===== src/rcri_pkg.sv =====
// package: constants, register map and reset classes of the reset-class register init block
package rcri_pkg;

    // ************************************
    // widths
    // ************************************
    localparam int PC_W = 21;
    localparam int SP_W = 5;
    localparam int FLAG_W = 16;
    localparam int SRC_W = 4;
    localparam int OSC_W = 3;

    // ************************************
    // reset classes
    // ************************************
    typedef enum logic [1:0] {
        RCRI_CLS_NONE = 2'h0,
        RCRI_CLS_POWER = 2'h1,
        RCRI_CLS_PIN = 2'h3,
        RCRI_CLS_WAKE = 2'h2
    } rcri_class_e;

    // ************************************
    // program counter and vectors
    // ************************************
    localparam logic [PC_W-1:0] PC_RESET = 21'h0_0000;
    localparam logic [PC_W-1:0] PC_STEP = 21'h0_0002;
    localparam logic [PC_W-1:0] VEC_HIGH = 21'h0_0008;
    localparam logic [PC_W-1:0] VEC_LOW = 21'h0_0018;
    localparam logic [SP_W-1:0] SP_RESET = 5'h00;
    localparam logic [SP_W-1:0] SP_MAX = 5'h1F;

    // ************************************
    // oscillator modes that free port bit 6
    // ************************************
    localparam logic [OSC_W-1:0] OSC_EXT_CLOCK_IO = 3'h4;
    localparam logic [OSC_W-1:0] OSC_RC_IO = 3'h6;
    localparam int PORT_FREE_BIT = 6;
    localparam logic [7:0] PORT_ALL = 8'hFF;
    localparam logic [7:0] DIR_RESET = 8'hFF;
    localparam logic [7:0] LATCH_RESET = 8'h00;

    // ************************************
    // register map (byte addresses)
    // ************************************
    localparam logic [7:0] ADDR_CTRL = 8'h00;
    localparam logic [7:0] ADDR_PC = 8'h04;
    localparam logic [7:0] ADDR_STACK = 8'h08;
    localparam logic [7:0] ADDR_PORT = 8'h0C;
    localparam logic [7:0] ADDR_FLAGS = 8'h10;
    localparam logic [7:0] ADDR_CLASS = 8'h14;

    // ctrl fields
    localparam int CTRL_HIGH_PRIO_GLOBAL_IRQ_ENABLE = 0;
    localparam int CTRL_LOW_PRIO_GLOBAL_IRQ_ENABLE = 1;
    localparam int CTRL_LWRT = 2;
    localparam int CTRL_OSC_LO = 4;
    // stack fields
    localparam int STACK_SP_LO = 24;
    // port fields
    localparam int PORT_DIR_LO = 8;
    localparam int PORT_PIN_LO = 16;

    localparam logic [1:0] RESP_OKAY = 2'h0;
    localparam logic [1:0] RESP_SLVERR = 2'h2;

endpackage


===== src/rcri_evt_if.sv =====
// interface: classified reset event from the classifier to the register logic
`timescale 1ns/1ps
interface rcri_evt_if;
    import rcri_pkg::*;
    rcri_class_e cls;
    logic lwrt_clr;
    logic wake_irq;

    modport src (output cls, output lwrt_clr, output wake_irq);
    modport dst (input cls, input lwrt_clr, input wake_irq);
endinterface


===== src/rcri_top.sv =====
// module: reset-class register initialisation with an AXI4-Lite register slave
// How it works
// - an interrupt wake-up with either global enable set loads the pc with 0008h or 0018h.
// - on that wake-up the current pc is copied into the upper, high and low stack-top bytes.
// - on that wake-up the return stack pointer moves on to the next stack location, but holds once it is at 1Fh.
// - every wake-up sets the flag bit of the source that caused it.
// - bit 6 of the first port's pins, latch and direction exists only in ext-clock-io or rc-io modes.
// - the long-write enable is cleared by power-on reset, by the external reset pin, or by a control write with bit 2 clear.
// - every unimplemented bit reads as zero.
//
// The placing of the registers and the AXI4-Lite slave port were left to the implementer.
`timescale 1ns/1ps
module rcri_top
    import rcri_pkg::*;
(
    // clock and reset
    input wire logic mclk,
    input wire logic rst_n,
    // reset and wake sources
    input wire logic bor_evt,
    input wire logic external_reset_pin_n,
    input wire logic wdt_rst,
    input wire logic instr_rst,
    input wire logic stack_rst,
    input wire logic wake_wdt,
    input wire logic wake_irq,
    input wire logic wake_irq_high,
    input wire logic [rcri_pkg::SRC_W-1:0] wake_src,
    // first port pins
    input wire logic [7:0] first_port_pins,
    output logic [7:0] first_port_latch,
    output logic [7:0] first_port_direction,
    // axi4-lite write
    input wire logic [7:0] s_axi_awaddr,
    input wire logic s_axi_awvalid,
    output logic s_axi_awready,
    input wire logic [31:0] s_axi_wdata,
    input wire logic [3:0] s_axi_wstrb,
    input wire logic s_axi_wvalid,
    output logic s_axi_wready,
    output logic [1:0] s_axi_bresp,
    output logic s_axi_bvalid,
    input wire logic s_axi_bready,
    // axi4-lite read
    input wire logic [7:0] s_axi_araddr,
    input wire logic s_axi_arvalid,
    output logic s_axi_arready,
    output logic [31:0] s_axi_rdata,
    output logic [1:0] s_axi_rresp,
    output logic s_axi_rvalid,
    input wire logic s_axi_rready
);
    import rcri_pkg::*;

    // ************************************
    // pin synchronisers
    // ************************************
    logic external_reset_pin_meta_r, external_reset_pin_sync_r;
    logic [7:0] pins_meta_r, pins_sync_r;

    always_ff @(posedge mclk)
    begin
        external_reset_pin_meta_r <= external_reset_pin_n;
        external_reset_pin_sync_r <= external_reset_pin_meta_r;
        pins_meta_r <= first_port_pins;
        pins_sync_r <= pins_meta_r;
    end

    // ************************************
    // reset classification
    // ************************************
    rcri_evt_if evt ();

    // rst_n acts as the power-on reset of the core
    rcri_classify u_cls (
        .por_evt(~rst_n),
        .bor_evt(bor_evt),
        .external_reset_pin_low(~external_reset_pin_sync_r),
        .wdt_rst(wdt_rst),
        .instr_rst(instr_rst),
        .stack_rst(stack_rst),
        .wake_wdt(wake_wdt),
        .wake_irq(wake_irq),
        .evt(evt)
    );

    // ************************************
    // core state
    // ************************************
    logic high_prio_global_irq_enable_r, high_prio_global_irq_enable_nxt, low_prio_global_irq_enable_r, low_prio_global_irq_enable_nxt, lwrt_r, lwrt_nxt;
    logic [OSC_W-1:0] osc_r, osc_nxt;
    logic [PC_W-1:0] pc_r, pc_nxt, tos_r, tos_nxt;
    logic [SP_W-1:0] sp_r, sp_nxt;
    logic [7:0] latch_r, latch_nxt, dir_r, dir_nxt;
    logic [FLAG_W-1:0] flags_r, flags_nxt;
    rcri_class_e last_r, last_nxt;
    logic [7:0] port_mask;
    logic wr_go;
    logic [7:0] wr_addr;
    logic [31:0] wr_data;

    // pin 6 only lives when the oscillator leaves it free
    always_comb
    begin
        port_mask = PORT_ALL;
        if (osc_r != OSC_EXT_CLOCK_IO && osc_r != OSC_RC_IO)
        begin
            port_mask[PORT_FREE_BIT] = 1'b0;
        end
    end

    always_comb
    begin
        high_prio_global_irq_enable_nxt = high_prio_global_irq_enable_r;
        low_prio_global_irq_enable_nxt = low_prio_global_irq_enable_r;
        lwrt_nxt = lwrt_r;
        osc_nxt = osc_r;
        pc_nxt = pc_r;
        tos_nxt = tos_r;
        sp_nxt = sp_r;
        latch_nxt = latch_r;
        dir_nxt = dir_r;
        flags_nxt = flags_r;
        last_nxt = last_r;
        // software writes first, so hardware events below win
        if (wr_go && wr_addr == ADDR_CTRL)
        begin
            high_prio_global_irq_enable_nxt = wr_data[CTRL_HIGH_PRIO_GLOBAL_IRQ_ENABLE];
            low_prio_global_irq_enable_nxt = wr_data[CTRL_LOW_PRIO_GLOBAL_IRQ_ENABLE];
            lwrt_nxt = wr_data[CTRL_LWRT];
            osc_nxt = wr_data[CTRL_OSC_LO +: OSC_W];
        end
        if (wr_go && wr_addr == ADDR_PC)
        begin
            pc_nxt = wr_data[PC_W-1:0];
        end
        if (wr_go && wr_addr == ADDR_PORT)
        begin
            latch_nxt = wr_data[7:0] & port_mask;
            dir_nxt = wr_data[PORT_DIR_LO +: 8] & port_mask;
        end
        if (wr_go && wr_addr == ADDR_FLAGS)
        begin
            flags_nxt = flags_r & ~wr_data[FLAG_W-1:0];
        end
        if (evt.cls != RCRI_CLS_NONE)
        begin
            last_nxt = evt.cls;
        end
        if (evt.lwrt_clr)
        begin
            lwrt_nxt = 1'b0;
        end
        case (evt.cls)
            RCRI_CLS_POWER:
            begin
                // oscillator mode is set by control writes; no class touches it here, only rst_n reloads it with rc-io
                high_prio_global_irq_enable_nxt = 1'b0;
                low_prio_global_irq_enable_nxt = 1'b0;
                pc_nxt = PC_RESET;
                tos_nxt = PC_RESET;
                sp_nxt = SP_RESET;
                latch_nxt = LATCH_RESET;
                dir_nxt = DIR_RESET & port_mask;
                flags_nxt = '0;
            end
            RCRI_CLS_PIN:
            begin
                high_prio_global_irq_enable_nxt = 1'b0;
                low_prio_global_irq_enable_nxt = 1'b0;
                pc_nxt = PC_RESET;
                tos_nxt = PC_RESET;
                sp_nxt = SP_RESET;
                dir_nxt = DIR_RESET & port_mask;
                flags_nxt = '0;
            end
            RCRI_CLS_WAKE:
            begin
                flags_nxt[wake_src] = 1'b1;
                if (evt.wake_irq && (high_prio_global_irq_enable_r || low_prio_global_irq_enable_r))
                begin
                    tos_nxt = pc_r;
                    if (sp_r != SP_MAX)
                    begin
                        sp_nxt = sp_r + 5'h01;
                    end
                    pc_nxt = wake_irq_high ? VEC_HIGH : VEC_LOW;
                end
                else
                begin
                    pc_nxt = pc_r + PC_STEP;
                end
            end
            default:
            begin
            end
        endcase
    end

    always_ff @(posedge mclk)
    begin
        if (!rst_n)
        begin
            osc_r <= OSC_RC_IO;
        end
        else
        begin
            osc_r <= osc_nxt;
        end
        // power class is forced by rst_n through the classifier
        high_prio_global_irq_enable_r <= high_prio_global_irq_enable_nxt;
        low_prio_global_irq_enable_r <= low_prio_global_irq_enable_nxt;
        lwrt_r <= lwrt_nxt;
        pc_r <= pc_nxt;
        tos_r <= tos_nxt;
        sp_r <= sp_nxt;
        latch_r <= latch_nxt;
        dir_r <= dir_nxt;
        flags_r <= flags_nxt;
        last_r <= last_nxt;
    end

    assign first_port_latch = latch_r & port_mask;
    assign first_port_direction = dir_r & port_mask;

    // ************************************
    // axi4-lite slave
    // ************************************
    logic aw_hold_r, aw_hold_nxt, w_hold_r, w_hold_nxt, bvalid_r, bvalid_nxt;
    logic rvalid_r, rvalid_nxt;
    logic [7:0] awaddr_r, awaddr_nxt;
    logic [31:0] wdata_r, wdata_nxt, rdata_r, rdata_nxt;
    logic [1:0] bresp_r, bresp_nxt, rresp_r, rresp_nxt;
    logic wr_hit, rd_hit;
    logic aw_have, w_have;
    logic [31:0] rd_word;

    assign s_axi_awready = ~aw_hold_r & ~bvalid_r;
    assign s_axi_wready = ~w_hold_r & ~bvalid_r;
    assign s_axi_arready = ~rvalid_r;
    assign wr_addr = awaddr_nxt;
    assign wr_data = wdata_nxt;
    // whole-word writes only; byte strobes are accepted but not split
    // built from held state and this cycle's takes, not from the _nxt values it clears
    assign aw_have = aw_hold_r | (s_axi_awvalid & s_axi_awready);
    assign w_have = w_hold_r | (s_axi_wvalid & s_axi_wready);
    assign wr_go = aw_have & w_have & ~bvalid_r;
    assign wr_hit = wr_addr == ADDR_CTRL || wr_addr == ADDR_PC || wr_addr == ADDR_PORT
        || wr_addr == ADDR_FLAGS;

    always_comb
    begin
        rd_word = '0;
        rd_hit = 1'b1;
        case (s_axi_araddr)
            ADDR_CTRL:
            begin
                rd_word[CTRL_HIGH_PRIO_GLOBAL_IRQ_ENABLE] = high_prio_global_irq_enable_r;
                rd_word[CTRL_LOW_PRIO_GLOBAL_IRQ_ENABLE] = low_prio_global_irq_enable_r;
                rd_word[CTRL_LWRT] = lwrt_r;
                rd_word[CTRL_OSC_LO +: OSC_W] = osc_r;
            end
            ADDR_PC: rd_word[PC_W-1:0] = pc_r;
            ADDR_STACK:
            begin
                rd_word[PC_W-1:0] = tos_r;
                rd_word[STACK_SP_LO +: SP_W] = sp_r;
            end
            ADDR_PORT:
            begin
                rd_word[7:0] = latch_r & port_mask;
                rd_word[PORT_DIR_LO +: 8] = dir_r & port_mask;
                rd_word[PORT_PIN_LO +: 8] = pins_sync_r & port_mask;
            end
            ADDR_FLAGS: rd_word[FLAG_W-1:0] = flags_r;
            ADDR_CLASS: rd_word[1:0] = last_r;
            default: rd_hit = 1'b0;
        endcase
    end

    always_comb
    begin
        aw_hold_nxt = aw_hold_r;
        w_hold_nxt = w_hold_r;
        awaddr_nxt = awaddr_r;
        wdata_nxt = wdata_r;
        bvalid_nxt = bvalid_r;
        bresp_nxt = bresp_r;
        rvalid_nxt = rvalid_r;
        rdata_nxt = rdata_r;
        rresp_nxt = rresp_r;
        if (s_axi_awvalid && s_axi_awready)
        begin
            aw_hold_nxt = 1'b1;
            awaddr_nxt = s_axi_awaddr;
        end
        if (s_axi_wvalid && s_axi_wready)
        begin
            w_hold_nxt = 1'b1;
            wdata_nxt = s_axi_wdata;
        end
        if (wr_go)
        begin
            aw_hold_nxt = 1'b0;
            w_hold_nxt = 1'b0;
            bvalid_nxt = 1'b1;
            bresp_nxt = wr_hit ? RESP_OKAY : RESP_SLVERR;
        end
        else if (bvalid_r && s_axi_bready)
        begin
            bvalid_nxt = 1'b0;
        end
        if (s_axi_arvalid && s_axi_arready)
        begin
            rvalid_nxt = 1'b1;
            rdata_nxt = rd_word;
            rresp_nxt = rd_hit ? RESP_OKAY : RESP_SLVERR;
        end
        else if (rvalid_r && s_axi_rready)
        begin
            rvalid_nxt = 1'b0;
        end
    end

    always_ff @(posedge mclk)
    begin
        if (!rst_n)
        begin
            aw_hold_r <= 1'b0;
            w_hold_r <= 1'b0;
            bvalid_r <= 1'b0;
            rvalid_r <= 1'b0;
            awaddr_r <= '0;
            wdata_r <= '0;
            rdata_r <= '0;
            bresp_r <= RESP_OKAY;
            rresp_r <= RESP_OKAY;
        end
        else
        begin
            aw_hold_r <= aw_hold_nxt;
            w_hold_r <= w_hold_nxt;
            bvalid_r <= bvalid_nxt;
            rvalid_r <= rvalid_nxt;
            awaddr_r <= awaddr_nxt;
            wdata_r <= wdata_nxt;
            rdata_r <= rdata_nxt;
            bresp_r <= bresp_nxt;
            rresp_r <= rresp_nxt;
        end
    end

    assign s_axi_bvalid = bvalid_r;
    assign s_axi_bresp = bresp_r;
    assign s_axi_rvalid = rvalid_r;
    assign s_axi_rdata = rdata_r;
    assign s_axi_rresp = rresp_r;

endmodule


===== src/rcri_classify.sv =====
// module: sorts the reset and wake-up sources into one reset class per cycle
`timescale 1ns/1ps
module rcri_classify
    import rcri_pkg::*;
(
    // power class sources
    input wire logic por_evt,
    input wire logic bor_evt,
    // pin class sources
    input wire logic external_reset_pin_low,
    input wire logic wdt_rst,
    input wire logic instr_rst,
    input wire logic stack_rst,
    // wake sources
    input wire logic wake_wdt,
    input wire logic wake_irq,
    // result
    rcri_evt_if.src evt
);

    // ************************************
    // priority: power over pin over wake
    // ************************************
    always_comb
    begin
        evt.wake_irq = 1'b0;
        evt.lwrt_clr = por_evt | external_reset_pin_low;
        if (por_evt | bor_evt)
        begin
            evt.cls = RCRI_CLS_POWER;
        end
        else if (external_reset_pin_low | wdt_rst | instr_rst | stack_rst)
        begin
            evt.cls = RCRI_CLS_PIN;
        end
        else if (wake_wdt | wake_irq)
        begin
            evt.cls = RCRI_CLS_WAKE;
            evt.wake_irq = wake_irq;
        end
        else
        begin
            evt.cls = RCRI_CLS_NONE;
        end
    end

endmodule


===== config.mk =====
export PLATFORM = sky130hd
export DESIGN_NAME = rcri_top
export DESIGN_NICKNAME = d
export VERILOG_FILES = /design/src/rcri_pkg.sv /design/src/rcri_evt_if.sv /design/src/rcri_top.sv /design/src/rcri_classify.sv
export SDC_FILE = /design/constraint.sdc
export NUM_CORES = 1
export LEC_CHECK = 0
export ABC_AREA = 1
export BUFFER_PORTS_ARGS = -buffer_cell sky130_fd_sc_hd__clkbuf_2
export CORE_ASPECT_RATIO = 0.8
export CORE_MARGIN = 2
export CORE_UTILIZATION = 45
export DETAILED_ROUTE_END_ITERATION = 8
export HOLD_SLACK_MARGIN = 0.08
export PLACE_DENSITY = 0.8
export SETUP_SLACK_MARGIN = 0.4
export SYNTH_ARGS = -nofsm -noshare
export SYNTH_HDL_FRONTEND = slang
export SYNTH_SLANG_ARGS = --single-unit

===== constraint.sdc =====
create_clock -name mclk -period 2.32 [get_ports mclk]
set_clock_uncertainty 0.05 [all_clocks]
set_input_delay 0.116 -clock mclk [delete_from_list [all_inputs] [get_ports mclk]]
set_output_delay 0.116 -clock mclk [all_outputs]
set_load 0.02 [all_outputs]

==> impl_metrics.json <==
{
  "antenna_found_initial": 0,
  "grt-ovfl-total": 0,
  "crit_fanout": 5,
  "synthFlopType": "dfxtp_1",
  "crit_path_end_kind": "flip-flop",
  "cts_tree": "yes",
  "crit_path_frequent_cell": "buf_12",
  "comb_power_share_pct": 18.5,
  "syn_area_per_cell_um2": 8.01,
  "yosysUniqueCellTypes": 46,
  "async_reset_ff_share_pct": 0,
  "dr.pass1.iters": 6,
  "ys_top_cells_by_count": "nand2_1, dfxtp_1, nor2_1, inv_1, o21ai_0",
  "r2r_end": "dir_r[3]",
  "synth_seq_cells": 169,
  "clk_latency_ns": 0.43,
  "p_total_mw": 7.75,
  "io_pins": 136,
  "setup_viol": 0,
  "min_to": "s_axi_rresp[1]",
  "syn_inst": 974,
  "tightest_slew_ns": 0.680,
  "clockBufferDepth": 2,
  "p_leak_nw": 4.37,
  "synthTopCellsByArea": "dfxtp_1, edfxtp_1, nand2_1",
  "switching_share_pct": 28.5,
  "cp_slowest_cell": "dfxtp_4",
  "synth-edff-count": 50,
  "power_density_mw_per_mm2": 772,
  "r2r_cells": 11,
  "register_area_mm2": 0.00389,
  "hold_start": "s_axi_araddr[3]",
  "yosys.area_share.adder_pct": 0.481,
  "use_met2_pct": 37.6,
  "dr_total_vias": 7239,
  "cts.sinks": 169,
  "layout.nets": 1220,
  "cts.clk_slew.worst_paths_ns": 0.07,
  "cp_cell_sequence": "nor2_4 -> buf_6 -> buf_12 -> nand3b_1 -> nand2_2 -> nand2_4 -> nor2_8 -> nand3_4 -> buf_12 -> a21oi_1 -> o21ai_1",
  "switching_power_mw": 2.21,
  "rows": 43,
  "critPathBufInv": 3,
  "start_util_pct": 45.4,
  "synth-xor-area-share_pct": 0.674,
  "cts_max_level": 4,
  "muxShareOfSynthArea_pct": 0.642,
  "globalRouteTotalUtil_pct": 23.2,
  "yosysTopAreaCell": "dfxtp_1",
  "ant_nets": 0,
  "holdPathStages": 4,
  "drv_slew": 0,
  "intPower_mw": 5.54,
  "crit_required_ns": 2.59,
  "areaGrowthSynthToFinish_pct": 28.6,
  "synth_seq_area_share_pct": 49.8,
  "hold_ws_ns": 0.0998,
  "die_area_mm2": 0.0184,
  "rsz0062_at_grt": "yes",
  "maxCapViolCount": 0,
  "hold_viol": 0,
  "totalWireLength_um": 22100,
  "ir_drop_mv": 0.441,
  "drive_gt1_share_pct": 23.5,
  "min_period_ns": 1.94,
  "cp.arrival_ns": 2.20,
  "multi_input_area_mm2": 0.00337,
  "synth_simple_gate_area_share_pct": 26.0,
  "drt_iter0_drc": 787,
  "setup_slack_ns": 0.381,
  "fmax_mhz": 516,
  "grtUsageMet3_pct": 5.92,
  "clockPowerShare_pct": 39.8,
  "grt_pass1_vias": 6531,
  "place.gp.congestion": 0.911,
  "die_y_um": 122,
  "start_kind": "flip-flop",
  "regToRegSetupSlack_ns": 0.38,
  "nFillCells": 1430,
  "numCtsBuffers": 17,
  "crit_type": "flip-flop to flip-flop",
  "viasPerCell": 5.26,
  "syn_area_mm2": 0.00780,
  "cts_root_buf": "clkbuf_16",
  "busiest_layer": "met2",
  "grt_max_degree": 53,
  "portBuffers": 115,
  "max_stage_delay_ns": 0.38,
  "drc": 0,
  "chipWidth_um": 151,
  "dp_hpwl_um": 14800,
  "rr_startpoint": "s_axi_bvalid",
  "core_mm2": 0.0172,
  "p_seq_share_pct": 41.7,
  "use_met1_pct": 29.8,
  "status": "finished, final reports clean",
  "synth_warnings": 0,
  "synth_top_area_share_pct": 30.6,
  "grt_first_pass_wirelength_um": 32700,
  "dp_slack_ns": 0.268,
  "synth_top_family_by_area": "simple AND/OR/NAND/NOR gates",
  "min_path_type": "input port to flip-flop",
  "cp_top_family": "simple AND/OR/NAND/NOR gates",
  "antenna_cells": 0,
  "drt-wirelength-per-cell_um": 16.1,
  "setup_tns_ns": 0,
  "synth_compound_area_share_pct": 12.2,
  "synth.most_common_cell": "nand2_1",
  "slew_headroom_pct": 54.5,
  "finalCritPeriodShare_pct": 83.6
}
## registers in the layout, indices dropped and copies added, names as in the netlist, 2 cells and up
signal,cells
tos_r,21
wdata_r,21
latch_r,8
awaddr_r,8
pins_sync_r,8
pins_meta_r,8
flags_r,16
sp_r,5
osc_r,3
s_axi_rdata,29
pc_r,21
dir_r,8
last_r,2
## through the flow
stage,std cells,util [%],instance area (um2)
after CTS,1357,56.0,9610
after global placement,1282,49.5,8500
after floorplan,978,-,7850
after detailed placement,1282,49.5,8500
after global routing,1376,58.4,10000
final,1376,58.4,10000
## worst max-delay path by stage
stage	cells after the start	endpoint	from	slack, ns
2_1_floorplan	10	pc_r[10]	s_axi_bvalid	0.27
4_1_cts	9	pc_r[3]	s_axi_bvalid	0.37
6_report	11	dir_r[3]	s_axi_bvalid	0.38
5_1_grt	9	pc_r[16]	s_axi_bvalid	0.30
3_3_place_gp	9	pc_r[16]	s_axi_bvalid	0.29
3_5_place_dp	10	dir_r[6]	s_axi_bvalid	0.27
## power groups by stage
stage,combinational [mW],sequential (mW),clock (mW)
2_1_floorplan,0.773,3.31,0
3_3_place_gp,1.07,3.29,0
3_5_place_dp,1.09,3.29,0
4_1_cts,1.21,3.23,3.10
5_1_grt,1.56,3.24,3.23
6_report,1.44,3.23,3.08
## area by class of cell
cell class	count	area share (%)
clock buffers	23	5.63
repair buffers	198	14.0
well taps	225	2.81
clock inverters	9	0.898
flip-flops and latches	169	38.8
inverters	110	4.39
multi-input cells	642	33.6
## cell usage in the layout (no fill, tap or decap), types with 8 or more instances in the layout
master / instances
clkbuf_16: 24
o21ai_1: 16
inv_1: 98
o21ai_0: 55
edfxtp_1: 50
nand3_1: 53
nand2_1: 207
dfxtp_1: 118
nor3_1: 8
nand2_4: 14
clkbuf_2: 115
dlygate4sd3_1: 41
nor2_4: 8
o21a_1: 13
nor2_1: 104
buf_4: 30
a21oi_2: 11
nand4_1: 19
nand2_2: 13
a21oi_1: 54
## what timing repair did
item	4_1_cts	5_1_grt
buffers inserted	4	14
endpoints found under the setup margin	59	73
pin swaps	4	18
hold buffers	39	2
endpoints found under the hold margin	52	2
gates resized for setup	7	76
cloned	0	3
## worst reg2reg max path, stage by stage (launching register included)
cell,delay [ns]
dfxtp_4,0.38
nor2_4,0.13
buf_6,0.13
buf_12,0.10
nand3b_1,0.09
nand2_2,0.11
nand2_4,0.08
nor2_8,0.18
nand3_4,0.15
buf_12,0.19
a21oi_1,0.14
o21ai_1,0.10
## cell families after synthesis
logic type / count (synthesis)
AO/OA/AOI/OAI: 171
adder cells (fa/ha/maj): 3
XOR/XNOR: 6
multiplexers: 5
other: 1
flip-flops: 169
AND/OR/NAND/NOR: 451
buffers and inverters: 168
## metal layers
layer	routed length [um]	share of wire, %	up-vias
li1	-	-	3489
met1	9150	41	3355
met2	10400	47	337
met3	1950	8.8	58
met4	661	3.0	0
met5	0	0	-
No activity file was read; power rests on OpenSTA's default activity.
